<file path="config.mk">
export PLATFORM = sky130hd
export DESIGN_NAME = fod_object_dictionary
export DESIGN_NICKNAME = d
export VERILOG_FILES = /design/src/hw/fod_pkg.sv /design/src/hw/fod_sync3.sv /design/src/hw/fod_map_len.sv /design/src/hw/fod_object_dictionary.sv
export VERILOG_INCLUDE_DIRS = /design/src /design/src/hw
export SDC_FILE = /design/constraint.sdc
export NUM_CORES = 2
export LEC_CHECK = 0
export ABC_CLOCK_PERIOD_IN_PS = 15200
export BUFFER_PORTS_ARGS = -buffer_cell sky130_fd_sc_hd__clkbuf_2
export CORE_UTILIZATION = 45
export DETAILED_ROUTE_END_ITERATION = 7
export HOLD_SLACK_MARGIN = 0.08
export PLACE_DENSITY = 0.57
export REMOVE_ABC_BUFFERS = 1
export SYNTH_ARGS = -nofsm -noshare
export SYNTH_HDL_FRONTEND = slang
export SYNTH_HIERARCHICAL = 1
export SYNTH_SLANG_ARGS = --single-unit
</file>
<file path="constraint.sdc">
create_clock -name I_CLK -period 15.2 [get_ports I_CLK]
set_input_delay 0.76 -clock I_CLK [delete_from_list [all_inputs] [get_ports I_CLK]]
set_output_delay 0.76 -clock I_CLK [all_outputs]
set_load 0.01 [all_outputs]
</file>
<file path="src/hw/fod_cfg.svh">
// Purpose: Object indices, limits and factory values
// Assumes: Included by the dictionary module
// Notes:   Definitions only
`ifndef FOD_CFG_SVH
`define FOD_CFG_SVH

// ----------------------------------------------------------------
// Object indices
// ----------------------------------------------------------------
`define FOD_IDX_RXMAP0     16'h1600
`define FOD_IDX_TXMAP0     16'h1A00
`define FOD_IDX_RXASSIGN   16'h1C12
`define FOD_IDX_TXASSIGN   16'h1C13
`define FOD_IDX_LOSS       16'h6007
`define FOD_IDX_FAULT      16'h603F
`define FOD_IDX_CMD        16'h6040
`define FOD_IDX_PARAM_HI   12'h300

// ----------------------------------------------------------------
// Sub-indices and limits
// ----------------------------------------------------------------
`define FOD_SUB_COUNT      8'h00
`define FOD_SUB_ASSIGN     8'h01
`define FOD_SUB_ENTRY_MAX  8'h08
`define FOD_SUB_PARAM_MAX  8'h64
`define FOD_MAP_MAX_CNT    8'h08
`define FOD_ASSIGN_MAX_CNT 8'h01
`define FOD_PD_MAX_BITS    11'h040

// ----------------------------------------------------------------
// Factory values
// ----------------------------------------------------------------
`define FOD_RST_MAP_CNT    8'h00
`define FOD_RST_ENTRY      32'h00000000
`define FOD_RST_ASSIGN_CNT 8'h01
`define FOD_RST_LOSS       16'h0002
`define FOD_RST_CMD        16'h0000

// ----------------------------------------------------------------
// Connection-loss codes and command word layout
// ----------------------------------------------------------------
`define FOD_LOSS_NONE      16'h0000
`define FOD_LOSS_SOD       16'h0002
`define FOD_LOSS_QSTOP     16'h0003
`define FOD_CMD_MASK       16'h01FF
`define FOD_CMD_FAULT_RST  7

`endif

</file>
<file path="src/hw/fod_pkg.sv">
// Purpose: Types shared by the object dictionary files
// Assumes: Constants come from fod_cfg.svh
// Notes:   Structs carry request and answer groups
package fod_pkg;

  // SDO request from the protocol engine
  typedef struct packed {
    logic        valid;
    logic        write;
    logic [15:0] index;
    logic [7:0]  sub;
    logic [31:0] wdata;
  } fod_sdo_req_t;

  // SDO answer, ack is a one-cycle pulse
  typedef struct packed {
    logic        ack;
    logic        err;
    logic [31:0] rdata;
  } fod_sdo_rsp_t;

  // Command word arriving in process data
  typedef struct packed {
    logic        valid;
    logic [15:0] word;
  } fod_pd_cmd_t;

  // Access to the drive parameter store
  typedef struct packed {
    logic        valid;
    logic        write;
    logic [3:0]  group;
    logic [6:0]  num;
    logic [15:0] wdata;
  } fod_par_req_t;

  typedef enum logic [0:0] {
    FOD_ST_IDLE = 1'h0,
    FOD_ST_PAR  = 1'h1
  } fod_state_t;

endpackage

</file>
<file path="src/hw/fod_sync3.sv">
// Purpose: Three-stage synchroniser for the link status pin
// Assumes: Input is asynchronous to i_clk
// Notes:   Level moves only when stages two and three agree
`timescale 1ns/100ps
module fod_sync3 (
  input  wire logic i_clk,
  input  wire logic i_rst_b,
  input  wire logic i_async,
  output logic      o_level
);

  logic s1_reg;
  logic s2_reg;
  logic s3_reg;
  logic lvl_reg;

  // First stage feeds only the second
  always_ff @(posedge i_clk or negedge i_rst_b) begin
    if (!i_rst_b) begin
      s1_reg  <= 1'h0;
      s2_reg  <= 1'h0;
      s3_reg  <= 1'h0;
      lvl_reg <= 1'h0;
    end else begin
      s1_reg <= i_async;
      s2_reg <= s1_reg;
      s3_reg <= s2_reg;
      if (s2_reg == s3_reg) begin
        lvl_reg <= s3_reg;
      end
    end
  end

  assign o_level = lvl_reg;

endmodule

</file>
<file path="src/hw/fod_map_len.sv">
// Purpose: Bit length of the enabled entries of a mapping record
// Assumes: Entry bits 7:0 hold the mapped object length in bits
// Notes:   Purely combinational
`timescale 1ns/100ps
module fod_map_len #(
  parameter int N_ENTRY = 8
) (
  input  wire logic [N_ENTRY-1:0][31:0] i_entries,
  input  wire logic [7:0]               i_count,
  output logic [10:0]                   o_bits
);

  logic [10:0] psum [0:N_ENTRY];

  // Running sum, entries beyond the count add nothing
  assign psum[0] = 11'h000;
  for (genvar g = 0; g < N_ENTRY; g++) begin : g_sum
    assign psum[g+1] = psum[g] + ((8'(g) < i_count) ? {3'h0, i_entries[g][7:0]} : 11'h000);
  end

  assign o_bits = psum[N_ENTRY];

endmodule

</file>
<file path="src/hw/fod_object_dictionary.sv">
// Purpose: Object dictionary of the drive fieldbus slave
// Assumes: One SDO request outstanding; process data on the same clock
// Notes:   Link status pin is synchronised here
`timescale 1ns/100ps
`include "fod_cfg.svh"

// How it works
// - A process-data set never exceeds 64 bits; longer mappings are refused.
// - Transmit record sub-index 0 counts entries: 0 disables, 1 to 8 enables.
// - Four transmit records, eight 32-bit entries each, all cleared at reset.
// - Receive assignment count is 8-bit, 0 or 1, starts at 1.
// - Receive assignment index accepts the four receive record indices only.
// - Transmit assignment count is 8-bit, 0 or 1, starts at 1.
// - Transmit assignment index accepts the four transmit record indices only.
// - Drive parameters are 16-bit and change only through SDO access.
// - Index 300X selects group X; sub-index 1 to 64 hex selects number 0 to 99.
// - Loss option 0 ignores a lost link completely.
// - Loss option 2: switch-on-disabled, warning, stop per quick-stop option.
// - Loss option 3: quick stop, warning, stop per disable-operation option.
// - Command word is 16-bit, resets to 0, bits 9 to 15 reserved.
// - Fault reset acts on the rising edge of command bit 7.
module fod_object_dictionary (
  input  wire logic                 I_CLK,
  input  wire logic                 I_RST_B,
  input  wire fod_pkg::fod_sdo_req_t I_SDO_REQ,
  output fod_pkg::fod_sdo_rsp_t     O_SDO_RSP,
  input  wire fod_pkg::fod_pd_cmd_t I_PD_CMD,
  output fod_pkg::fod_par_req_t     O_PAR_REQ,
  input  wire logic [15:0]          I_PAR_RDATA,
  input  wire logic [15:0]          I_FAULT_CODE,
  input  wire logic                 I_LINK_UP,
  output logic [15:0]               O_CMD_WORD,
  output logic                      O_FAULT_RESET,
  output logic                      O_LINK_LOST_WARNING_DISPLAY,
  output logic                      O_ENTER_SWITCH_ON_DISABLED,
  output logic                      O_ENTER_QUICK_STOP,
  output logic                      O_STOP_BY_DISABLE_OPT,
  output logic [7:0]                O_RX_ASSIGN_COUNT,
  output logic [15:0]               O_RX_ASSIGN_INDEX,
  output logic [7:0]                O_TX_ASSIGN_COUNT,
  output logic [15:0]               O_TX_ASSIGN_INDEX,
  output logic [10:0]               O_TX_PD_BITS
);

  // ----------------------------------------------------------------
  // Helpers
  // ----------------------------------------------------------------
  // True for the four records from base on
  function automatic logic in_range4(input logic [15:0] idx, input logic [15:0] base);
    in_range4 = (idx >= base) && (idx <= base + 16'h0003);
  endfunction

  // ----------------------------------------------------------------
  // State
  // ----------------------------------------------------------------
  fod_pkg::fod_state_t   state_reg;
  fod_pkg::fod_sdo_rsp_t rsp_reg;
  fod_pkg::fod_par_req_t par_reg;
  logic [31:0]           map_mem [0:31];
  logic [7:0]            map_cnt_reg [0:3];
  logic [7:0]            rxa_cnt_reg;
  logic [15:0]           rxa_idx_reg;
  logic [7:0]            txa_cnt_reg;
  logic [15:0]           txa_idx_reg;
  logic [15:0]           loss_reg;
  logic [15:0]           cmd_reg;
  logic                  fr_prev_reg;
  logic                  fr_pulse_reg;
  logic                  link_prev_reg;
  logic                  warn_reg;
  logic                  sod_reg;
  logic                  qs_reg;
  logic                  stop_sel_reg;
  logic [10:0]           pd_bits_reg;

  // ----------------------------------------------------------------
  // Request decode
  // ----------------------------------------------------------------
  // Requests during a pending parameter access are dropped
  wire        take     = I_SDO_REQ.valid && (state_reg == fod_pkg::FOD_ST_IDLE);
  wire        is_wr    = I_SDO_REQ.write;
  wire [15:0] idx      = I_SDO_REQ.index;
  wire [7:0]  sub      = I_SDO_REQ.sub;
  wire [31:0] wdata    = I_SDO_REQ.wdata;
  wire [7:0]  sub_m1   = sub - 8'h01;
  wire [1:0]  rec      = idx[1:0];
  wire [4:0]  ent_addr = {rec, sub_m1[2:0]};
  wire        sub_zero = (sub == `FOD_SUB_COUNT);
  wire        sub_one  = (sub == `FOD_SUB_ASSIGN);

  // Object hits
  wire hit_tx    = in_range4(idx, `FOD_IDX_TXMAP0);
  wire tx_cnt    = hit_tx && sub_zero;
  wire tx_ent    = hit_tx && (sub >= 8'h01) && (sub <= `FOD_SUB_ENTRY_MAX);
  wire rxa_cnt   = (idx == `FOD_IDX_RXASSIGN) && sub_zero;
  wire rxa_idx   = (idx == `FOD_IDX_RXASSIGN) && sub_one;
  wire txa_cnt   = (idx == `FOD_IDX_TXASSIGN) && sub_zero;
  wire txa_idx   = (idx == `FOD_IDX_TXASSIGN) && sub_one;
  wire hit_loss  = (idx == `FOD_IDX_LOSS) && sub_zero;
  wire hit_fault = (idx == `FOD_IDX_FAULT) && sub_zero;
  wire hit_cmd   = (idx == `FOD_IDX_CMD) && sub_zero;
  wire hit_par   = (idx[15:4] == `FOD_IDX_PARAM_HI) && (sub >= 8'h01)
                   && (sub <= `FOD_SUB_PARAM_MAX);

  // ----------------------------------------------------------------
  // Length of the mapping a count write would enable
  // ----------------------------------------------------------------
  logic [7:0][31:0] cand_ent;
  logic [7:0][31:0] asg_ent;
  logic [10:0]      cand_bits;
  logic [10:0]      asg_bits;
  wire  [1:0]       asg_rec = txa_idx_reg[1:0];

  for (genvar g = 0; g < 8; g++) begin : g_ent
    assign cand_ent[g] = map_mem[{rec, 3'(g)}];
    assign asg_ent[g]  = map_mem[{asg_rec, 3'(g)}];
  end

  fod_map_len #(
    .N_ENTRY (8)
  ) u_cand_len (
    .i_entries (cand_ent),
    .i_count   (wdata[7:0]),
    .o_bits    (cand_bits)
  );

  fod_map_len #(
    .N_ENTRY (8)
  ) u_asg_len (
    .i_entries (asg_ent),
    .i_count   (map_cnt_reg[asg_rec]),
    .o_bits    (asg_bits)
  );

  // ----------------------------------------------------------------
  // Write acceptance
  // ----------------------------------------------------------------
  // Count must be 0..8 and the enabled set must fit in 64 bits
  wire ok_tx_cnt  = tx_cnt && (wdata <= {24'h000000, `FOD_MAP_MAX_CNT})
                    && (cand_bits <= `FOD_PD_MAX_BITS);
  // Entries are frozen while the record is enabled, so a live set cannot grow
  wire ok_tx_ent  = tx_ent && (map_cnt_reg[rec] == `FOD_RST_MAP_CNT);
  wire ok_rxa_cnt = rxa_cnt && (wdata <= {24'h000000, `FOD_ASSIGN_MAX_CNT});
  wire ok_rxa_idx = rxa_idx && (wdata[31:16] == 16'h0000)
                    && in_range4(wdata[15:0], `FOD_IDX_RXMAP0);
  wire ok_txa_cnt = txa_cnt && (wdata <= {24'h000000, `FOD_ASSIGN_MAX_CNT});
  wire ok_txa_idx = txa_idx && (wdata[31:16] == 16'h0000)
                    && in_range4(wdata[15:0], `FOD_IDX_TXMAP0);
  wire loss_val   = (wdata[15:0] == `FOD_LOSS_NONE) || (wdata[15:0] == `FOD_LOSS_SOD)
                    || (wdata[15:0] == `FOD_LOSS_QSTOP);
  wire ok_loss    = hit_loss && loss_val
                    && (wdata[31:16] == {16{wdata[15]}});
  wire ok_cmd     = hit_cmd && (wdata[31:16] == 16'h0000);
  wire wr_ok      = ok_tx_cnt | ok_tx_ent | ok_rxa_cnt | ok_rxa_idx | ok_txa_cnt
                    | ok_txa_idx | ok_loss | ok_cmd;
  wire par_ok     = hit_par && (!is_wr || (wdata[31:16] == 16'h0000));

  // Storage write strobes
  wire wr_go      = take && is_wr;
  wire do_tx_cnt  = wr_go && ok_tx_cnt;
  wire do_tx_ent  = wr_go && ok_tx_ent;
  wire do_cmd_sdo = wr_go && ok_cmd;

  // ----------------------------------------------------------------
  // Read data selection
  // ----------------------------------------------------------------
  wire rd_ok = tx_cnt | tx_ent | rxa_cnt | rxa_idx | txa_cnt | txa_idx
               | hit_loss | hit_fault | hit_cmd;
  wire [31:0] rd_data =
    tx_cnt    ? {24'h000000, map_cnt_reg[rec]} :
    tx_ent    ? map_mem[ent_addr] :
    rxa_cnt   ? {24'h000000, rxa_cnt_reg} :
    rxa_idx   ? {16'h0000, rxa_idx_reg} :
    txa_cnt   ? {24'h000000, txa_cnt_reg} :
    txa_idx   ? {16'h0000, txa_idx_reg} :
    hit_loss  ? {{16{loss_reg[15]}}, loss_reg} :
    hit_fault ? {16'h0000, I_FAULT_CODE} :
    hit_cmd   ? {16'h0000, cmd_reg} : 32'h00000000;

  // ----------------------------------------------------------------
  // SDO answer and parameter window
  // ----------------------------------------------------------------
  // Parameter access answers one cycle later
  always_ff @(posedge I_CLK or negedge I_RST_B) begin
    if (!I_RST_B) begin
      state_reg <= fod_pkg::FOD_ST_IDLE;
      rsp_reg   <= '0;
      par_reg   <= '0;
    end else begin
      rsp_reg.ack   <= 1'h0;
      par_reg.valid <= 1'h0;
      case (state_reg)
        fod_pkg::FOD_ST_IDLE: begin
          if (take && par_ok) begin
            par_reg.valid <= 1'h1;
            par_reg.write <= is_wr;
            par_reg.group <= idx[3:0];
            par_reg.num   <= sub_m1[6:0];
            par_reg.wdata <= wdata[15:0];
            state_reg     <= fod_pkg::FOD_ST_PAR;
          end else if (take) begin
            rsp_reg.ack   <= 1'h1;
            rsp_reg.err   <= is_wr ? !wr_ok : !rd_ok;
            rsp_reg.rdata <= is_wr ? 32'h00000000 : rd_data;
          end
        end
        fod_pkg::FOD_ST_PAR: begin
          rsp_reg.ack   <= 1'h1;
          rsp_reg.err   <= 1'h0;
          rsp_reg.rdata <= par_reg.write ? 32'h00000000 : {16'h0000, I_PAR_RDATA};
          state_reg     <= fod_pkg::FOD_ST_IDLE;
        end
        default: begin
          state_reg <= fod_pkg::FOD_ST_IDLE;
        end
      endcase
    end
  end

  // ----------------------------------------------------------------
  // Transmit mapping records
  // ----------------------------------------------------------------
  // Entries and counts start cleared, mapping disabled
  always_ff @(posedge I_CLK or negedge I_RST_B) begin
    if (!I_RST_B) begin
      for (int i = 0; i < 32; i++) begin
        map_mem[i] <= `FOD_RST_ENTRY;
      end
      for (int r = 0; r < 4; r++) begin
        map_cnt_reg[r] <= `FOD_RST_MAP_CNT;
      end
    end else begin
      if (do_tx_ent) begin
        map_mem[ent_addr] <= wdata;
      end
      if (do_tx_cnt) begin
        map_cnt_reg[rec] <= wdata[7:0];
      end
    end
  end

  // ----------------------------------------------------------------
  // Assignment arrays and loss option
  // ----------------------------------------------------------------
  always_ff @(posedge I_CLK or negedge I_RST_B) begin
    if (!I_RST_B) begin
      rxa_cnt_reg <= `FOD_RST_ASSIGN_CNT;
      rxa_idx_reg <= `FOD_IDX_RXMAP0;
      txa_cnt_reg <= `FOD_RST_ASSIGN_CNT;
      txa_idx_reg <= `FOD_IDX_TXMAP0;
      loss_reg    <= `FOD_RST_LOSS;
    end else if (wr_go) begin
      if (ok_rxa_cnt) rxa_cnt_reg <= wdata[7:0];
      if (ok_rxa_idx) rxa_idx_reg <= wdata[15:0];
      if (ok_txa_cnt) txa_cnt_reg <= wdata[7:0];
      if (ok_txa_idx) txa_idx_reg <= wdata[15:0];
      if (ok_loss)    loss_reg    <= wdata[15:0];
    end
  end

  // Live transmit set length, zero when unassigned
  always_ff @(posedge I_CLK or negedge I_RST_B) begin
    if (!I_RST_B) begin
      pd_bits_reg <= 11'h000;
    end else begin
      pd_bits_reg <= (txa_cnt_reg == 8'h00) ? 11'h000 : asg_bits;
    end
  end

  // ----------------------------------------------------------------
  // Command word
  // ----------------------------------------------------------------
  // SDO write wins over process data in the same cycle; reserved bits stay 0
  wire        cmd_load = do_cmd_sdo || I_PD_CMD.valid;
  wire [15:0] cmd_src  = do_cmd_sdo ? wdata[15:0] : I_PD_CMD.word;
  wire [15:0] cmd_next = cmd_src & `FOD_CMD_MASK;
  wire        fr_now   = cmd_reg[`FOD_CMD_FAULT_RST];

  always_ff @(posedge I_CLK or negedge I_RST_B) begin
    if (!I_RST_B) begin
      cmd_reg      <= `FOD_RST_CMD;
      fr_prev_reg  <= 1'h0;
      fr_pulse_reg <= 1'h0;
    end else begin
      if (cmd_load) begin
        cmd_reg <= cmd_next;
      end
      fr_prev_reg  <= fr_now;
      fr_pulse_reg <= fr_now && !fr_prev_reg;
    end
  end

  // ----------------------------------------------------------------
  // Connection loss
  // ----------------------------------------------------------------
  logic link_ok;

  fod_sync3 u_link_sync (
    .i_clk   (I_CLK),
    .i_rst_b (I_RST_B),
    .i_async (I_LINK_UP),
    .o_level (link_ok)
  );

  wire link_lost = link_prev_reg && !link_ok;
  wire link_back = !link_prev_reg && link_ok;
  wire opt_sod   = (loss_reg == `FOD_LOSS_SOD);
  wire opt_qs    = (loss_reg == `FOD_LOSS_QSTOP);

  // Option 0 matches neither branch, so nothing happens
  always_ff @(posedge I_CLK or negedge I_RST_B) begin
    if (!I_RST_B) begin
      link_prev_reg <= 1'h0;
      warn_reg      <= 1'h0;
      sod_reg       <= 1'h0;
      qs_reg        <= 1'h0;
      stop_sel_reg  <= 1'h0;
    end else begin
      link_prev_reg <= link_ok;
      sod_reg       <= link_lost && opt_sod;
      qs_reg        <= link_lost && opt_qs;
      if (link_lost && opt_sod) begin
        warn_reg     <= 1'h1;
        stop_sel_reg <= 1'h0;
      end else if (link_lost && opt_qs) begin
        warn_reg     <= 1'h1;
        stop_sel_reg <= 1'h1;
      end else if (link_back) begin
        warn_reg <= 1'h0;
      end
    end
  end

  // ----------------------------------------------------------------
  // Outputs
  // ----------------------------------------------------------------
  assign O_SDO_RSP                   = rsp_reg;
  assign O_PAR_REQ                   = par_reg;
  assign O_CMD_WORD                  = cmd_reg;
  assign O_FAULT_RESET               = fr_pulse_reg;
  assign O_LINK_LOST_WARNING_DISPLAY = warn_reg;
  assign O_ENTER_SWITCH_ON_DISABLED  = sod_reg;
  assign O_ENTER_QUICK_STOP          = qs_reg;
  assign O_STOP_BY_DISABLE_OPT       = stop_sel_reg;
  assign O_RX_ASSIGN_COUNT           = rxa_cnt_reg;
  assign O_RX_ASSIGN_INDEX           = rxa_idx_reg;
  assign O_TX_ASSIGN_COUNT           = txa_cnt_reg;
  assign O_TX_ASSIGN_INDEX           = txa_idx_reg;
  assign O_TX_PD_BITS                = pd_bits_reg;

endmodule

</file>
# [After elaboration in Yosys (flattened, before gate mapping)]
# Index checks and enable logic that the tools add are counted.
[word_totals] ff_bits=1215 output_inout_bits=143
[classes] order_cmp=49 bitwise_logic=35 eq_ne=15 mux=105 add_sub_neg=15 reduce_logical=65
[ops] cell="binary-select mux 32 bit (select 5 bit)" n=17
[ops] cell="bitwise mux 1024 bit" n=1
[ops] cell="two-way mux 8 bit" n=53
[ops] cell="two-way mux 32 bit" n=11
[ops] cell="demux 32 bit (select 5 bit)" n=1
[ops] cell="adder 11 bit" n=14
[ops] cell=">= comparator 6 bit (second input constant)" n=17
[ops] cell="inverter 5 -> 6 bit" n=17
[ops] cell="two-way mux 34 bit" n=2
[ops] cell="one-hot mux 34 bit (2 select lines)" n=1
[ops] cell="== test 16 x 2 -> 1 bit (second input constant)" n=4
[ops] cell="less-than comparator 3 x 8 -> 1 bit (first input constant)" n=8
[ops] cell="two-way mux 29 bit" n=2
[ops] cell="== test 16 x 15 -> 1 bit (second input constant)" n=3
[ops] cell=">= comparator 16 x 13 -> 1 bit (second input constant)" n=3
[ops] cell="less-or-equal comparator 16 x 13 -> 1 bit (second input constant)" n=3
[ops] cell="logical AND 1 bit" n=41
[ops] cell="binary-select mux 8 bit (select 2 bit)" n=2
[ops] cell="bitwise mux 32 bit" n=1
[ops] cell="== test 16 x 13 -> 1 bit (second input constant)" n=2
[ops] cell="less-or-equal comparator 32 x 1 -> 1 bit (second input constant)" n=1
[ops] cell="less-or-equal comparator 32 x 4 -> 1 bit (second input constant)" n=1
[ops] cell="logical NOT 16 bit" n=2
[ops] cell="less-than comparator 1 x 8 -> 1 bit (first input constant)" n=4
[ops] cell="29 further kinds" n=73

# [Depth between registers and ports, before layout]
[logic_depth] depth_word=26 ltp_mapped=31

# [By module]
# The synthesis kept the hierarchy.
[modules_own_cells] module="fod_object_dictionary" cells_per_inst=4339 seq_area_each_um2=30290.3 area_each_um2=67449.7 instances=1
[modules_own_cells] module="fod_map_len at u_cand_len" cells_per_inst=254 seq_area_each_um2=0.0 area_each_um2=2050.7 instances=1
[modules_own_cells] module="fod_map_len at u_asg_len" cells_per_inst=255 seq_area_each_um2=0.0 area_each_um2=2048.2 instances=1
[modules_own_cells] module="fod_sync3" cells_per_inst=5 seq_area_each_um2=100.1 area_each_um2=111.4 instances=1

# [Worst setup path before layout]
# OpenSTA, ideal clock, no wires.
[synth_timing] kind="input port to flip-flop" startpoint="input I_SDO_REQ[40] (netlist bit)" endpoint="register map_cnt_reg[0] (netlist bit)" setup_time_ps=125 path_slack_ps=6749 t_required_ps=15075 t_arrival_ps=8326 path_stages=30 cell_sequence="buf_4 -> buf_2 -> buf_2 -> clkbuf_1 -> buf_1 -> mux4_2 -> and2_1 -> fa_1 -> ha_1 -> inv_1 -> fa_1 -> nand2b_1 -> a21oi_1 -> o21a_1 -> nor2_1 -> fa_1 -> inv_1 -> fa_1 -> fa_1 -> inv_1 -> ha_1 -> and3_1 -> a221oi_1 -> o21ai_0 -> xor2_1 -> nor4_1 -> nand4b_1 -> nor4_1 -> nand2_1 -> mux2_2"
[synth_lines] element="start, declared" line_no="fod_object_dictionary.sv:25" rtl="input wire fod_pkg::fod_sdo_req_t I_SDO_REQ,"
[synth_lines] element="end signal, assigned by index" line_no="fod_object_dictionary.sv:230" rtl="map_cnt_reg[r] <= `FOD_RST_MAP_CNT;"
[synth_lines] element="end signal, assigned by index" line_no="fod_object_dictionary.sv:237" rtl="map_cnt_reg[rec] <= wdata[7:0];"
[synth_lines] element="end, declared" line_no="fod_object_dictionary.sv:60" rtl="logic [7:0] map_cnt_reg [0:3];"

# [Worst setup path after layout]
[layout_timing] startpoint="input I_SDO_REQ[3] (netlist bit)" endpoint="register map_cnt_reg[18] (netlist bit)"
[layout_between] elab_chain_cells=12
[layout_rtl] element="less-than comparator 1 x 8 -> 1 bit" line_no="fod_map_len.sv:18" rtl="assign psum[g+1] = psum[g] + ((8'(g) < i_count) ? {3'h0, i_entries[g][7:0]} : 11'h000);"
[layout_rtl] element="two-way mux 8 bit" line_no="fod_map_len.sv:18"
[layout_rtl] element="adder 11 bit (6 in series)" line_no="fod_map_len.sv:18"
[layout_rtl] element="adder 11 bit *" line_no="fod_map_len.sv:18"
[layout_rtl] element="via cand_bits[10]" line_no="fod_object_dictionary.sv:110" rtl="logic [10:0] cand_bits;"
[layout_rtl] element="less-or-equal comparator 11 x 7 -> 1 bit (no line) *"
[layout_rtl] element="logical AND 1 bit *" line_no="fod_object_dictionary.sv:139" rtl="wire ok_tx_cnt = tx_cnt && (wdata <= {24'h000000, `FOD_MAP_MAX_CNT})"
[layout_rtl] element="logical AND 1 bit *" line_no="fod_object_dictionary.sv:160" rtl="wire do_tx_cnt = wr_go && ok_tx_cnt;"
# Mark *: on every way through the listed nets, which the timed path passes. The rest lies on a longest branch.
# A chain may end at the register's enable or synchronous reset.

==> metrics.txt <==
Die Y between 300 and 400 microns; WHS Path Cells 3; met2 WL post-DR 92500 microns; number of flip-flops in the largest register 1024; std cell rows between 100 and 150; R2R cell count 26; first-pass detailed-route iteration total 8; die area around 0.14 sq mm; Syn Inst Count 4426; CP max-delay cell or3_1; Max Fclk 110 MHz; max incr delay on CP about 0.63 ns; Initial Util 0.455; iteration-0 DRC count of the detailed router 3662; Max Slew Vio Count 0; CP dominant cell by count fa_1; maxcap violations 0; Yosys warnings 6; final setup violation count 0; root buf cell clkbuf_16; Cells after DPL 6220; Max VDD drop 88.9 uV; top routing layer in use met5; final hold vios 0; drt via density 6.22; core area 0.138 sq mm; CP endpoint kind flip-flop; clock slew at reported path FFs around 0.060 ns; P_leak 33.6 nW; drt wl/cell 30.9 microns; dpl ws about 5.4 ns; Finished Layout Cells 6462; area grow syn2layout 11.1%; vias in the first global route 40.8k; Hold Path Class in2reg; worst-skew pair later-pin latency 0.79 ns; crit path time final 9.10 ns; slew margin rel. 0.112; required time of the critical path 15.86 ns; H-tree levels 4; # port buffers 238; initial antenna violation count 9; TritonCTS sink count 1214; routed wire length 199000 microns; Hold Path End O_SDO_RSP[7]; layout cells sized above 1 0.404; CTS buffer count 134; CP Max Fanout 42; mapped cell area between 0.06 and 0.07 sq mm; Worst R2R Start O_TX_ASSIGN_INDEX[0]; hold wc startpoint I_PAR_RDATA[7]; final clock skew 0.0234 ns; syn avg cell area 14.2 sq um; first-pass GRT wire length 294000 microns; Final ANT Viol Nets 0; chip width 376 microns; GRT Util Overall 0.286; r2r endpoint O_TX_PD_BITS[9]; outcome completed; PD cells 99.9 mW/mm^2; largest net degree at the start of global routing 157; Worst R2R Setup Slack 6.11 ns; worst slew pin tran 1.33 ns; CTS tree done; via count 40.2k; Met3 Wirelength around 12000 microns; IO Pins 253; setup TNS 0 ns; CP startpoint kind primary input; Post-Route Utilization 0.506; DPL Wire Length 123000 microns; routability cong. between 0.9 and 1; global route overflow 0; post-cts sizing count 0; worst setup margin between 6 and 7 ns; layout net count 4729; Crit Path Class in2reg; Clock Tree Buf Depth 3; metal1 wirelength roughly 89000 microns; DR DRC count 0; RSZ-0062 raised after global routing false; crit share post-route 0.599; crit path DAT 9.76 ns
[placed cells by master (no fill, tap or decap), types with 16 or more instances in the layout]
master	n
inv_1	127
nand4_4	29
ha_1	41
dfrtp_1	1203
o22ai_1	97
buf_4	104
mux4_2	405
and2_1	110
clkinv_2	20
nor3_1	30
nand2_1	196
o21ai_0	86
clkbuf_8	24
a21oi_1	44
nand3_1	33
mux2_1	218
nor4_1	38
nand4_1	22
xnor2_1	16
clkbuf_16	137
clkbuf_2	234
nor2_1	95
mux2i_1	23
clkbuf_1	32
nor2b_1	23
mux2_2	819
fa_1	82
[through the flow]
step | total power [W] | instance area [sq um] | hold slack [ns]
after floorplan | 0.00343 | 60800 | 0.331
final | 0.00698 | 69800 | 0.247
after global placement | 0.00369 | 65300 | 0.346
after CTS | 0.00704 | 69800 | 0.202
after global routing | 0.00719 | 69800 | 0.258
after detailed placement | 0.00369 | 65300 | 0.337
[per-layer routing]
metal / vias up / global-route usage
li1: 16600 / -
met4: 14 / 0.0913
met3: 322 / 0.0487
met1: 21900 / 0.411
met5: - / 0
met2: 1403 / 0.443
[where the power goes]
part	switching, W	internal [W]	leakage (nW)
Clock	0.00141	0.00194	2.20
Sequential	0.00000460	0.00324	16.9
Combinational	0.000288	0.0000985	14.5
Total	0.00170	0.00528	33.6
[worst max-delay path by stage]
| stage | start | end | slack, ns |
|---|---|---|---|
| after floorplan | O_TX_ASSIGN_INDEX[0] | O_TX_PD_BITS[9] | 5.44 |
| after global placement | I_SDO_REQ[3] | map_cnt_reg[17] | 5.46 |
| after detailed placement | I_SDO_REQ[3] | map_cnt_reg[2] | 5.39 |
| after CTS | O_TX_ASSIGN_INDEX[0] | O_TX_PD_BITS[9] | 6.10 |
| after global routing | O_TX_ASSIGN_INDEX[0] | O_TX_PD_BITS[10] | 5.70 |
| final | I_SDO_REQ[3] | map_cnt_reg[18] | 6.10 |
[layout make-up]
type,instances,area (sq um)
fillers,11900,68200
flip-flops and latches,1214,30400
multi-input cells,2670,30000
clock buffers,193,3880
well taps,1863,2330
repair buffers,348,2120
clock inverters,46,616
inverters,127,477
diodes,1,2.50
[worst max-delay path: cells and delay by family]
kind	cells	cell delay (ns)
AOI/OAI and AO/OA	4	0.97
xor gates and xnor gates	1	0.17
adders and majority gates	7	3.01
buffers and inverters	5	0.48
muxes	1	0.38
and+or+nand+nor	11	3.97
[timing repair]
action	4_1_cts	5_1_grt
hold buffers	2	0
buffers inserted	0	0
endpoints found under the hold margin	129	0
No activity file was read; power rests on OpenSTA's default activity.
